File: src/rtl/sbo_regs.svh
// Offsets, field positions, reset values and timing counts of the
// subcarrier, burst and composite output register group.
// Assumes byte-wide registers on the parallel host port.
`ifndef SBO_REGS_SVH
`define SBO_REGS_SVH

// Register offsets on the host port
`define SBO_OFS_OUT_CFG 8'h3f
`define SBO_OFS_INC_B0 8'h40
`define SBO_OFS_INC_B1 8'h41
`define SBO_OFS_INC_B2 8'h42
`define SBO_OFS_INC_B3 8'h43
`define SBO_OFS_VPH_LO 8'h44
`define SBO_OFS_VPH_HI 8'h45
`define SBO_OFS_BPH_LO 8'h46
`define SBO_OFS_BPH_HI 8'h47
`define SBO_OFS_PEAK 8'h48
`define SBO_OFS_STEP1 8'h49
`define SBO_OFS_STEP2 8'h4a
`define SBO_OFS_FIRST 8'h3f
`define SBO_OFS_LAST 8'h4a
`define SBO_REG_COUNT 12

// Field positions of the output configuration register
`define SBO_BIT_SOURCE_SEL 7
`define SBO_BIT_FILTER_BYP 5
`define SBO_BIT_CLOCK_SEL 4
`define SBO_BIT_OFFSET_EN 3
`define SBO_OUT_CFG_MASK 8'hb8

// Reset values
`define SBO_RESET_BYTE 8'h00
`define SBO_CHROMA_OFFSET 11'h100

// Master clock cycles per pixel clock period
`define SBO_PIX_DIVIDE 2

`endif

File: src/rtl/sbo_pkg.sv
// Types used by the register group; its output stage does not use them.
// Assumes the constants header is included by the files that need it.
package sbo_pkg;

   // Host port access state
   typedef enum logic [0:0] {
      SBO_IDLE = 1'b0,
      SBO_ACCESS = 1'b1
   } sbo_bus_state_t;

   typedef logic [7:0] sbo_byte_t;

endpackage

File: src/rtl/sbo_out_if.sv
// Signals between the register group and the composite output stage.
// Assumes both ends run on the master clock.
`timescale 1ns/10ps
`default_nettype none

interface sbo_out_if #(
   parameter int PIX_W = 10
);
   logic source_select;
   logic clock_select;
   logic offset_enable;
   logic [PIX_W-1:0] pix_interp;
   logic [PIX_W-1:0] pix_plain;
   logic [PIX_W-1:0] second_in;
   logic [PIX_W-1:0] digital_out;
   logic [PIX_W:0] second_out;
   logic pix_phase;

   modport ctrl (
      output source_select,
      output clock_select,
      output offset_enable,
      output pix_interp,
      output pix_plain,
      output second_in,
      input digital_out,
      input second_out,
      input pix_phase
   );

   modport stage (
      input source_select,
      input clock_select,
      input offset_enable,
      input pix_interp,
      input pix_plain,
      input second_in,
      output digital_out,
      output second_out,
      output pix_phase
   );
endinterface

`default_nettype wire

File: src/rtl/sbo_out_stage.sv
// Digital composite output stage: pixel clock divider, output source
// and clock choice, and the chroma offset on the second composite output.
// Assumes pixel data arrives on the master clock.
`timescale 1ns/10ps
`default_nettype none
`include "sbo_regs.svh"

module sbo_out_stage #(
   parameter int PIX_W = 10
) (
   input wire logic clk,
   input wire logic rst,
   sbo_out_if.stage io
);

   logic pix_phase;
   logic next_pix_phase;
   logic [PIX_W-1:0] digital_out;
   logic [PIX_W-1:0] next_digital_out;
   logic [PIX_W:0] second_out;
   logic [PIX_W:0] next_second_out;
   logic [PIX_W:0] offset;

   // Refuse settings the divider and the offset cannot serve
   if (`SBO_PIX_DIVIDE != 2) begin : g_bad_divide
      $error("sbo_out_stage: pixel divider must be two");
   end
   if (PIX_W < 9) begin : g_bad_width
      $error("sbo_out_stage: PIX_W too narrow for the offset");
   end

   // Next values of the divider and both outputs
   always_comb begin
      next_pix_phase = ~pix_phase;
      next_digital_out = digital_out;
      // Master clock updates every edge, pixel clock on its rising phase
      if (!io.clock_select || !pix_phase) begin
         next_digital_out = io.source_select ? io.pix_interp
                                             : io.pix_plain;
      end
      offset = io.offset_enable ? (PIX_W+1)'(`SBO_CHROMA_OFFSET)
                                : '0;
      next_second_out = {1'b0, io.second_in} + offset;
   end

   // Output registers
   always_ff @(posedge clk or posedge rst) begin
      if (rst) begin
         pix_phase <= 1'b0;
         digital_out <= '0;
         second_out <= '0;
      end else begin
         pix_phase <= next_pix_phase;
         digital_out <= next_digital_out;
         second_out <= next_second_out;
      end
   end

   assign io.digital_out = digital_out;
   assign io.second_out = second_out;
   assign io.pix_phase = pix_phase;

endmodule

`default_nettype wire

File: src/rtl/sbo_top.sv
// Subcarrier, burst and composite output register group behind the
// parallel host port, with the digital composite output stage.
// Assumes host pins are asynchronous to clk, chip select low for at
// least four master clocks, and pixel data arriving on clk.
//
// What this block does
// - Output bit 7 picks interpolated or plain pixels for composite out.
// - Output bit 5 set bypasses the Gaussian filter, clear enables it.
// - Output bit 4 picks master or pixel clock for composite out.
// - Output bit 3 set adds 256 to the second composite output.
// - Subcarrier word is bytes 0x40 to 0x43, least significant first.
// - Video phase offset is 0x44 low byte and 0x45 high byte.
// - Burst phase offset is 0x46 low byte and 0x47 high byte.
// - Register 0x48 holds the peak burst amplitude for U, or U and V.
// - Burst envelope midpoint is derived from the peak amplitude.
// - Register 0x49 holds the first intermediate burst envelope step.
// - Register 0x4A holds the second intermediate burst envelope step.
// - Pixel clock is half the master clock.
`timescale 1ns/10ps
`default_nettype none
`include "sbo_regs.svh"

module sbo_top #(
   parameter int PIX_W = 10
) (
   input wire logic clk,
   input wire logic rst,
   input wire logic host_cs_n,
   input wire logic host_read,
   input wire logic [7:0] host_addr,
   input wire logic [7:0] host_data_in,
   output logic [7:0] host_data_out,
   output logic host_data_drive_n,
   input wire logic [PIX_W-1:0] pix_interp,
   input wire logic [PIX_W-1:0] pix_plain,
   input wire logic [PIX_W-1:0] second_composite_in,
   output logic [PIX_W-1:0] digital_composite_out,
   output logic [PIX_W:0] second_composite_out,
   output logic pixel_clock,
   output logic output_source_select,
   output logic shaping_filter_bypass,
   output logic composite_clock_select,
   output logic chroma_output_offset_enable,
   output logic [31:0] subcarrier_increment_word,
   output logic [15:0] video_phase_offset,
   output logic [15:0] burst_phase_offset,
   output logic [7:0] burst_peak_amplitude,
   output logic [7:0] burst_mid_amplitude,
   output logic [7:0] burst_step_one,
   output logic [7:0] burst_step_two
);

   localparam int NREG = `SBO_REG_COUNT;

   // Pin synchronisers, first and second stages
   logic cs_n_m;
   logic cs_n_s;
   logic read_m;
   logic read_s;
   logic [7:0] addr_m;
   logic [7:0] addr_s;
   logic [7:0] din_m;
   logic [7:0] din_s;

   // Access tracking
   sbo_pkg::sbo_bus_state_t state;
   sbo_pkg::sbo_bus_state_t next_state;
   logic acc_read;
   logic next_acc_read;
   logic [7:0] acc_addr;
   logic [7:0] next_acc_addr;
   logic [7:0] acc_data;
   logic [7:0] next_acc_data;
   logic commit;

   // Register storage and read path
   sbo_pkg::sbo_byte_t regs [NREG];
   sbo_pkg::sbo_byte_t next_regs [NREG];
   logic [7:0] rdata;
   logic [7:0] next_rdata;
   logic drive_n;
   logic next_drive_n;

   sbo_out_if #(.PIX_W(PIX_W)) out_bus ();

   // Refuse widths that cannot carry the chroma offset
   if (PIX_W < 9 || PIX_W > 16) begin : g_bad_width
      $error("sbo_top: PIX_W must be 9 to 16 to hold the offset");
   end

   // The storage must cover every offset of the group
   if (`SBO_OFS_LAST - `SBO_OFS_FIRST + 1 != NREG) begin : g_bad_count
      $error("sbo_top: register count does not match the offsets");
   end

   // True when the offset falls inside this register group
   function automatic logic in_group(input logic [7:0] a);
      in_group = (a >= `SBO_OFS_FIRST) && (a <= `SBO_OFS_LAST);
   endfunction

   // Storage index of an offset inside the group
   function automatic logic [3:0] reg_index(input logic [7:0] a);
      logic [7:0] d;
      d = a - `SBO_OFS_FIRST;
      reg_index = d[3:0];
   endfunction

   // Reserved output configuration bits are kept at zero
   function automatic logic [7:0] write_mask(input logic [7:0] a);
      write_mask = (a == `SBO_OFS_OUT_CFG) ? `SBO_OUT_CFG_MASK
                                           : 8'hff;
   endfunction

   // Two flip-flop synchronisers on every host pin
   always_ff @(posedge clk or posedge rst) begin
      if (rst) begin
         cs_n_m <= 1'b1;
         cs_n_s <= 1'b1;
         read_m <= 1'b0;
         read_s <= 1'b0;
         addr_m <= 8'h00;
         addr_s <= 8'h00;
         din_m <= 8'h00;
         din_s <= 8'h00;
      end else begin
         cs_n_m <= host_cs_n;
         cs_n_s <= cs_n_m;
         read_m <= host_read;
         read_s <= read_m;
         addr_m <= host_addr;
         addr_s <= addr_m;
         din_m <= host_data_in;
         din_s <= din_m;
      end
   end

   // Access state: capture while selected, commit a write on release
   always_comb begin
      next_state = state;
      next_acc_read = acc_read;
      next_acc_addr = acc_addr;
      next_acc_data = acc_data;
      commit = 1'b0;
      case (state)
         sbo_pkg::SBO_IDLE: begin
            if (!cs_n_s) begin
               next_state = sbo_pkg::SBO_ACCESS;
               next_acc_read = read_s;
               next_acc_addr = addr_s;
               next_acc_data = din_s;
            end
         end
         sbo_pkg::SBO_ACCESS: begin
            if (!cs_n_s) begin
               next_acc_read = read_s;
               next_acc_addr = addr_s;
               next_acc_data = din_s;
            end else begin
               next_state = sbo_pkg::SBO_IDLE;
               commit = !acc_read;
            end
         end
         default: begin
            next_state = sbo_pkg::SBO_IDLE;
         end
      endcase
   end

   always_ff @(posedge clk or posedge rst) begin
      if (rst) begin
         state <= sbo_pkg::SBO_IDLE;
         acc_read <= 1'b0;
         acc_addr <= 8'h00;
         acc_data <= 8'h00;
      end else begin
         state <= next_state;
         acc_read <= next_acc_read;
         acc_addr <= next_acc_addr;
         acc_data <= next_acc_data;
      end
   end

   // Register file: each byte holds until a write to its own offset
   always_comb begin
      for (int i = 0; i < NREG; i++) begin
         next_regs[i] = regs[i];
      end
      if (commit && in_group(acc_addr)) begin
         next_regs[reg_index(acc_addr)] =
            acc_data & write_mask(acc_addr);
      end
   end

   always_ff @(posedge clk or posedge rst) begin
      if (rst) begin
         for (int i = 0; i < NREG; i++) begin
            regs[i] <= `SBO_RESET_BYTE;
         end
      end else begin
         for (int i = 0; i < NREG; i++) begin
            regs[i] <= next_regs[i];
         end
      end
   end

   // Read path: addressed byte, zero outside the group
   always_comb begin
      next_rdata = 8'h00;
      if (in_group(addr_s)) begin
         next_rdata = regs[reg_index(addr_s)];
      end
      next_drive_n = !((state == sbo_pkg::SBO_ACCESS) && !cs_n_s
                       && read_s);
   end

   always_ff @(posedge clk or posedge rst) begin
      if (rst) begin
         rdata <= 8'h00;
         drive_n <= 1'b1;
      end else begin
         rdata <= next_rdata;
         drive_n <= next_drive_n;
      end
   end

   assign host_data_out = rdata;
   assign host_data_drive_n = drive_n;

   // Output configuration fields
   localparam int CFG = 0;
   assign output_source_select = regs[CFG][`SBO_BIT_SOURCE_SEL];
   assign shaping_filter_bypass = regs[CFG][`SBO_BIT_FILTER_BYP];
   assign composite_clock_select = regs[CFG][`SBO_BIT_CLOCK_SEL];
   assign chroma_output_offset_enable =
      regs[CFG][`SBO_BIT_OFFSET_EN];

   // Multi-byte words joined from their held bytes
   assign subcarrier_increment_word = {regs[4], regs[3],
                                       regs[2], regs[1]};
   assign video_phase_offset = {regs[6], regs[5]};
   assign burst_phase_offset = {regs[8], regs[7]};

   // Burst envelope heights
   assign burst_peak_amplitude = regs[9];
   assign burst_mid_amplitude = {1'b0, regs[9][7:1]};
   assign burst_step_one = regs[10];
   assign burst_step_two = regs[11];

   // Feed the output stage
   assign out_bus.source_select = output_source_select;
   assign out_bus.clock_select = composite_clock_select;
   assign out_bus.offset_enable = chroma_output_offset_enable;
   assign out_bus.pix_interp = pix_interp;
   assign out_bus.pix_plain = pix_plain;
   assign out_bus.second_in = second_composite_in;

   sbo_out_stage #(.PIX_W(PIX_W)) u_out (
      .clk(clk),
      .rst(rst),
      .io(out_bus.stage)
   );

   assign digital_composite_out = out_bus.digital_out;
   assign second_composite_out = out_bus.second_out;
   assign pixel_clock = out_bus.pix_phase;

endmodule

`default_nettype wire

File: config.mk
export PLATFORM = sky130hd
export DESIGN_NAME = sbo_top
export DESIGN_NICKNAME = d
export VERILOG_FILES = /design/src/rtl/sbo_pkg.sv /design/src/rtl/sbo_out_if.sv /design/src/rtl/sbo_out_stage.sv /design/src/rtl/sbo_top.sv
export VERILOG_INCLUDE_DIRS = /design/src /design/src/rtl
export SDC_FILE = /design/constraint.sdc
export NUM_CORES = 1
export LEC_CHECK = 0
export BUFFER_PORTS_ARGS = -buffer_cell sky130_fd_sc_hd__buf_2
export CAP_MARGIN = 20
export CELL_PAD_IN_SITES_DETAIL_PLACEMENT = 0
export CELL_PAD_IN_SITES_GLOBAL_PLACEMENT = 1
export CORE_MARGIN = 4
export CORE_UTILIZATION = 43
export DETAILED_ROUTE_END_ITERATION = 10
export PLACE_DENSITY_LB_ADDON = 0.1
export SLEW_MARGIN = 20
export SYNTH_ARGS = -nofsm -noshare
export SYNTH_HDL_FRONTEND = slang
export SYNTH_SLANG_ARGS = --single-unit
File: constraint.sdc
create_clock -name clk -period 5.85 [get_ports clk]
set_input_delay 0.2925 -clock clk [delete_from_list [all_inputs] [get_ports clk]]
set_output_delay 0.2925 -clock clk [all_outputs]
set_load 0.05 [all_outputs]
Word level (Yosys, flattened, before mapping)
Index checks and enable logic that the tools add are counted.
{"block": "totals", "reg_bits": 181, "output_inout_bits": 131, "word_cells": 72}
{"block": "op_classes", "add_sub_neg": 3, "n_lt_le_gt_ge": 7, "eq_ne": 1, "muxes": 16, "n_bitwise": 4, "reduce_logical": 12}
{"cell": "$bwmux 96", "n": 1}
{"cell": "$mux 8", "n": 6}
{"cell": "$bmux 8 s4", "n": 1}
{"cell": "$demux 8 s4", "n": 1}
{"cell": "$ge 8x6->1 const B", "n": 2}
{"cell": "$le 8x7->1 const B", "n": 2}
{"cell": "$add 10x11->11", "n": 1}
{"cell": "$ge 5x5->1 const B", "n": 2}
{"cell": "$mux 10", "n": 1}
{"cell": "$not 4->5", "n": 2}
{"cell": "$mux 9", "n": 1}
{"cell": "$and 8x8->8", "n": 1}
{"cell": "$eq 8x6->1 const B", "n": 1}
{"cell": "$sub 4x4->4 const B", "n": 2}
{"cell": "$mux 7", "n": 1}
{"cell": "$logic_and 1x1->1", "n": 6}
{"cell": "$logic_not 1->1", "n": 5}
{"cell": "$lt 5x1->1 const B", "n": 1}
{"cell": "$mux 1", "n": 4}
{"cell": "$logic_or 1x1->1", "n": 1}
{"cell": "$not 1->1", "n": 1}

Depth between registers and ports, before layout
Gate-level depths: netlist (run 1).
{"block": "logic_depth", "ltp_word": 7, "ltp_mapped": 10, "depth_no_buf": 7}

By module
From an unflattened synthesis (run 1), not the netlist that was laid out.
{"block": "unflattened", "hier_cells": 556, "area_unflattened_um2": 7933.9}
{"mod": "sbo_top", "instances": 1, "cells_per_inst": 495, "area_each_um2": 7118.1, "seq_area_each_um2": 3982.6}
{"mod": "sbo_out_stage", "instances": 1, "cells_per_inst": 61, "area_each_um2": 815.8, "seq_area_each_um2": 550.5}

Least setup slack after synthesis (run 1)
No wires, ideal clock.
{"block": "synth_path", "path_kind": "register to register", "from": "reg addr_s[0]", "to": "reg rdata[3] (netlist: host_data_out[3])", "t_arrival_ps": 2305, "required_time_ps": 5716, "slack_ps": 3410, "path_stages_with_launch": 10, "period_less_slack_ps": 2440, "path_cell_list": "dfrtp_1 buf_2 buf_2 inv_1 ha_1 clkbuf_1 clkbuf_1 mux4_2 mux2i_1 o22ai_1"}
{"block": "synth_between", "elab_chain_cells": 6, "elab_cells_between_ends": 9, "cone_classes": "add/sub (1); order compare (2); mux (4); bitwise (1); reduce/logical (1)"}
{"item": "start: declaration", "line_no": "sbo_top.sv:61", "text": "logic [7:0] addr_s;"}
{"item": "start signal: assignment", "line_no": "sbo_top.sv:131", "text": "addr_s <= addr_m;"}
{"item": "$sub 4x4->4 (no line)"}
{"item": "$not 4->5 (not written as such)", "line_no": "sbo_top.sv:210", "text": "next_rdata = regs[reg_index(addr_s)];"}
{"item": "$bmux 8 s4", "line_no": "sbo_top.sv:210"}
{"item": "$mux 8 (not written as such) (2 in a row)", "line_no": "sbo_top.sv:210"}
{"item": "$mux 8 *", "line_no": "sbo_top.sv:209", "text": "if (in_group(addr_s)) begin"}
{"item": "named net next_rdata[3]", "line_no": "sbo_top.sv:80", "text": "logic [7:0] next_rdata;"}
{"item": "end signal: assignment", "line_no": "sbo_top.sv:221", "text": "rdata <= next_rdata;"}
{"item": "end: declaration", "line_no": "sbo_top.sv:79", "text": "logic [7:0] rdata;"}
The timed path passes the listed nets; every way through them passes the cells marked *. The select of a mux whose other input is x is not followed.
A chain may end at the register's enable or synchronous reset.

Worst setup path in the final report (run 1)
Ends and elaborated chain as after synthesis.

==> results of run 1 <==
sequential cells by signal, indices dropped and copies added (netlist names), 10 cells and up:
register,cells
subcarrier_increment_word,32
u_out.io.digital_out,10
video_phase_offset,16
burst_phase_offset,16
u_out.io.second_out,11
worst min path at each step:
stage	endpoint	cells past startpoint	slack (ps)
6_report	u_out.io.second_out[6]	2	50
5_1_grt	u_out.io.second_out[8]	2	80
4_1_cts	u_out.io.second_out[5]	2	90
3_3_place_gp	din_s[5]	0	330
3_5_place_dp	din_s[0]	0	340
2_1_floorplan	cs_n_m	0	300
cells by family (layout without fill, tap and decap cells):
logic type               count (synthesis)  count (layout)
flip-flops                             181             181
buffers and inverters                  143             255
multiplexers                           106             106
AND/OR/NAND/NOR                         98              98
AO/OA/AOI/OAI                           65              65
adder cells (fa/ha/maj)                  4               4
XOR/XNOR                                 2               2
other                                    1               1
through the flow:
| step | util | instances | area [sq um] | setup slack [ps] | total power [mW] |
|---|---|---|---|---|---|
| 5_1_grt | 0.503 | 941 | 9010 | 2900 | 2.85 |
| 2_1_floorplan | - | 600 | 7820 | 647 | 1.58 |
| 3_5_place_dp | 0.456 | 883 | 8160 | 2820 | 1.64 |
| 6_report | 0.503 | 941 | 9010 | 3110 | 2.72 |
| 3_3_place_gp | 0.456 | 883 | 8160 | 2990 | 1.63 |
| 4_1_cts | 0.503 | 941 | 9000 | 2810 | 2.76 |
routing by layer:
layer	track usage	vias up	part of all wire
met5	0	-	0
met4	0.0520	0	0.016
met3	0.0583	21	0.065
met2	0.308	150	0.51
met1	0.241	2330	0.41
li1	-	2166	-
synth_stat cells, types with 2 or more instances:
cell / instances
nand3_1: 9
inv_1: 16
mux4_2: 24
and2_1: 5
dfstp_2: 3
clkbuf_1: 19
buf_6: 2
o22ai_1: 8
buf_1: 3
ha_1: 4
nand4_1: 6
nand2_1: 59
buf_4: 97
mux2_4: 4
o21ai_0: 56
nor2b_1: 3
mux2_2: 60
buf_2: 6
dfrtp_1: 178
nor2_1: 2
mux2i_1: 18
cell usage in the layout (no fill, tap or decap), drive strengths merged, types with 2 or more instances in the layout:
cell type / instances
buf: 181
dfrtp: 178
mux2: 64
nand2: 59
o21ai: 56
dlygate4sd3: 26
mux4: 24
clkbuf: 21
mux2i: 18
inv: 18
nand3: 9
o22ai: 8
clkinv: 8
nand4: 6
and2: 5
ha: 4
nor2b: 3
dfstp: 3
nor2: 2
and2b: 2
nor4b: 2
xor2: 2
nand2b: 2
worst max-delay path, stage by stage (launching register included):
cell	delay (ps)
dfrtp_2	930
ha_1	360
nor4bb_1	270
and4_1	210
a21oi_1	60
or3_1	570
o22ai_1	240
where the power goes:
part / switching [mW] / internal (mW) / total [mW]
registers: 0.0534 / 1.30 / 1.35
clock network: 0.469 / 0.633 / 1.10
logic: 0.176 / 0.0895 / 0.266
total: 0.698 / 2.02 / 2.72
layout make-up:
cell class	instances	area, sq um
multi-input combinational	276	2370
sequential	181	4530
inverter	16	65.1
timing repair buffer	207	1170
clock inverter	11	98.8
fill	1603	8900
clock buffer	21	480
tap	229	287
==> metrics.yaml, run 1 <==
antenna_found_initial: 0
wl_per_cell_microns: 19.2
finalCritPeriodShare: 0.468
synth_edf_count: 0
setup-violations-final: 0
hp-class: "in2async"
dpl.hpwl_microns: 12700
die_w_microns: 143
cts-buffers-inserted: 17
drtAntennaViolNets: 0
cts.htree.levels: 4
cts_resized: 0
yosys_warnings: 0
async_flop_share: 1.00
fin_nets: 753
clockBufferDepth: 2
syn-num-nets: 654
holdBufCountCts: 26
port-buffer-count: 179
synth_cell_types: 39
slew_viol_final: 0
drt-total-wl_microns: 18100
ys.flop_type: "dfrtp_1"
yosys-top-cells-area: "dfrtp_1 57%, buf_4 9.3%, mux2_2 8.6%"
drc: 0
syn-mean-instance-area_sq_um: 13.0
status: "finished clean"
syn-instance-count: 600
viasPerCell: 4.96
n_antenna_cell: 0
synthAdderAreaFrac: 0.00640
power.leakage_nw: 4.52
cap_violations: 0
synth-xor-area-share: 0.00320
grt_max_degree: 102
ff2ff_path_depth: 6
critical_path.startpoint: "addr_s[0]"
yosysTopAreaCell: "dfrtp_1"
regToRegEndpoint: "host_data_out[3]"
worstPathMaxFanout: 27
worstSkewPairLatency_ps: 430
max_freq_ghz: 0.365
worstSetupEndpointType: "register"
grt_pass1_vias: 4880
root_buffer: "clkbuf_16"
cp_data_required_time_ps: 6190
synth_compound_area_frac: 0.0429
drive_above_1_share: 0.438
worst_pin_slew_ps: 892
path_clk_slew_ps: 70
start_kind: "register"
yosys_register_bits: 181
grt_usage: 0.187
synth_mux_area_frac: 0.186
cts_tree: "done"
crit_type: "reg2reg"
io_pins: 181
fin_hold_ws_ps: 53.0
area_delta_synth_final_pct: 15.2
fin_crit_ps: 2740
core_sq_um: 17900
place_congestion: 0.798
vias: 4667
power_density_nw_per_um2: 302
grt_pass1_wl_microns: 28600
cp.arrival_ps: 3080
postCtsSetupBuffers: 0
synth.top_cell.area_share: 0.570
drtIter0Drc: 208
ys_seq_area_frac: 0.580
skew_ps: 9.98
synth_area_sq_um: 7820
synth_top_family_by_area: "multiplexers"
dr.pass1.iters: 4
std_cell_rows: 49
crit_end: "host_data_out[3]"
overflow: 0
design.die.area_sq_um: 20400
die_h_microns: 143
start_util: 0.437
reg2reg_slack_ps: 3110
synth-simple-area-share: 0.0630
final_hold_viol_count: 0
fin_tns_setup_ps: 0
r2r-start: "addr_s[0]"
slew_headroom: 0.405
rsz0062_at_grt: "false"
ir_drop_mv: 0.205
cts.sinks: 181
No activity file was read; power rests on OpenSTA's default activity.
==> run 2: changes to the inputs <==
==> constraint.sdc (replaced) <==
create_clock -name clk -period 2.7 [get_ports clk]
set_input_delay 0.135 -clock clk [delete_from_list [all_inputs] [get_ports clk]]
set_output_delay 0.135 -clock clk [all_outputs]
set_load 0.05 [all_outputs]
==> metrics.yaml, run 2 (synthesized netlist as in run 1, its figures left out) <==
status: "finished clean"  # unchanged
drtAntennaViolNets: 0  # unchanged
grt-busiest-layer: "met2"  # unchanged
clockBufferDepth: 2  # unchanged
largest_reg_flops: 32  # unchanged
die_h_microns: 143  # unchanged
slew_viol_final: 0  # unchanged
start_util: 0.437  # unchanged
max_freq_ghz: 0.483  # was 0.365 GHz
regToRegEndpoint: "subcarrier_increment_word[11]"  # was host_data_out[3]
seqCellArea_sq_um: 4530  # unchanged
fin_tns_setup_ps: 0  # unchanged
power.leakage_nw: 4.63  # was 4.52 nW
power_density_nw_per_um2: 650  # was 302 nW/um^2
hp-class: "in2reg"  # was in2async
critical_path.startpoint: "cs_n_s"  # was addr_s[0]
cts.htree.levels: 4  # unchanged
grtUsageMet1: 0.248  # was 0.241
io_pins: 181  # unchanged
final_hold_viol_count: 0  # unchanged
worstPathMaxFanout: 12  # was 27
slew_headroom: 0.434  # was 0.405
cap_violations: 0  # unchanged
fin_nets: 781  # was 753
place_congestion: 0.778  # was 0.798
design.die.area_sq_um: 20400  # unchanged
die_w_microns: 143  # unchanged
min_from: "pix_plain[6]"
overflow: 0  # unchanged
rsz0062_at_grt: "false"  # unchanged
place_inst: 891  # was 883
wl_per_cell_microns: 18.6  # was 19.2 microns
start_kind: "register"  # unchanged
multi_input_area_sq_um: 2360  # was 2370 sq um
std_cell_rows: 49  # unchanged
ff2ff_path_depth: 4  # was 6
layout_commonest_cell: "buf_2"  # unchanged
worst_pin_slew_ps: 850  # was 892 ps
cp_data_required_time_ps: 3010  # was 6190 ps
cts_tree: "done"  # unchanged
worstSetupEndpointType: "register"  # unchanged
fin_hold_ws_ps: 16.1  # was 53.0 ps
drt-total-wl_microns: 18100  # about the same
ir_drop_mv: 0.446  # was 0.205 mV
fin_crit_ps: 2070  # was 2740 ps
port-buffer-count: 179  # unchanged
setup-violations-final: 0  # unchanged
grt_pass1_wl_microns: 28100  # was 28600 microns
viasPerCell: 4.91  # was 4.96
area_delta_synth_final_pct: 18.8  # was 15.2%
root_buffer: "clkbuf_16"  # unchanged
instances_no_fill: 969  # was 941
holdPathStages: 3
cts.sinks: 181  # unchanged
final_util: 0.519  # was 0.503
finalInstanceArea_sq_um: 9290  # was 9010 sq um
grt_pass1_vias: 4882  # was 4880
cp.arrival_ps: 2380  # was 3080 ps
min_to: "u_out.io.digital_out[6]"
cts_resized: 0  # unchanged
drc: 0  # unchanged
grt_max_degree: 155  # was 102
r2r-start: "cs_n_s"  # was addr_s[0]
post_dp_cell_area_sq_um: 8230  # was 8160 sq um
grtUsageMet3: 0.0482  # was 0.0583
drtIter0Drc: 197  # was 208
drive_above_1_share: 0.431  # was 0.438
skew_ps: 6.92  # was 9.98 ps
vias: 4761  # was 4667
core_sq_um: 17900  # unchanged
dr.pass1.iters: 4  # unchanged
met2_usage: 0.296  # was 0.308
finalCritPeriodShare: 0.767  # was 0.468
layout_common_cells: "179 x buf_2, 177 x dfrtp_1, 60 x mux2_2"  # unchanged
grt_usage: 0.184  # was 0.187
crit_type: "reg2reg"  # unchanged
fillCellCount: 1547  # was 1603
reg2reg_slack_ps: 630  # was 3110 ps
path_clk_slew_ps: 70  # about the same
n_antenna_cell: 0  # unchanged
antenna_found_initial: 0  # unchanged
cts-buffers-inserted: 17  # unchanged
dpl.hpwl_microns: 12400  # was 12700 microns
worstSkewPairLatency_ps: 430  # about the same
[run 2: how the worst max path moves through the flow]
stage | depth (start not counted) | endpoint
floorplan | 1 | acc_addr[0]
global placement | 4 | subcarrier_increment_word[19]
detailed placement | 5 | host_data_out[1]
CTS | 6 | host_data_out[4]
global route | 3 | burst_phase_offset[3]
finish | 4 | subcarrier_increment_word[11]
[run 2: per-layer routing]
layer  share of wire  vias up
li1                -     2220
met1            0.44     2380
met2            0.48      140
met3           0.066       21
met4           0.014        0
met5               0        -
[run 2: stage by stage]
stage	setup WS [ps]	total power, mW
detailed placement	667	3.56
floorplan	245	3.42
finish	630	6.03
global route	479	6.27
global placement	687	3.55
CTS	639	6.11
[run 2: worst max-delay path, cell delays in order, from the launching register on]
cell and delay (ps):
dfstp_2 530, and3b_1 380, and3_1 270, nand2_1 360, mux2_2 410
[run 2: final cells by class]
| cell class | count | area share |
|---|---|---|
| Sequential cell | 181 | 0.488 |
| Multi-Input combinational cell | 276 | 0.255 |
| Timing Repair Buffer | 235 | 0.155 |
| Clock buffer | 17 | 0.0458 |
| Tap cell | 229 | 0.0309 |
| Clock inverter | 15 | 0.0182 |
| Inverter | 16 | 0.00687 |
[run 2: repair_timing]
item,in CTS,in global routing
hold endpoints to repair,65,0
hold buffers,46,0
buffers inserted,0,0
setup endpoints to repair,0,0
[run 2: report_power, final]
part / total (mW) / internal [mW] / switching [mW] / leakage, nW
clock network: 2.49 / 1.39 / 1.10 / 0.284
registers: 2.92 / 2.82 / 0.100 / 2.34
logic: 0.629 / 0.218 / 0.411 / 2.00
total: 6.03 / 4.42 / 1.61 / 4.63
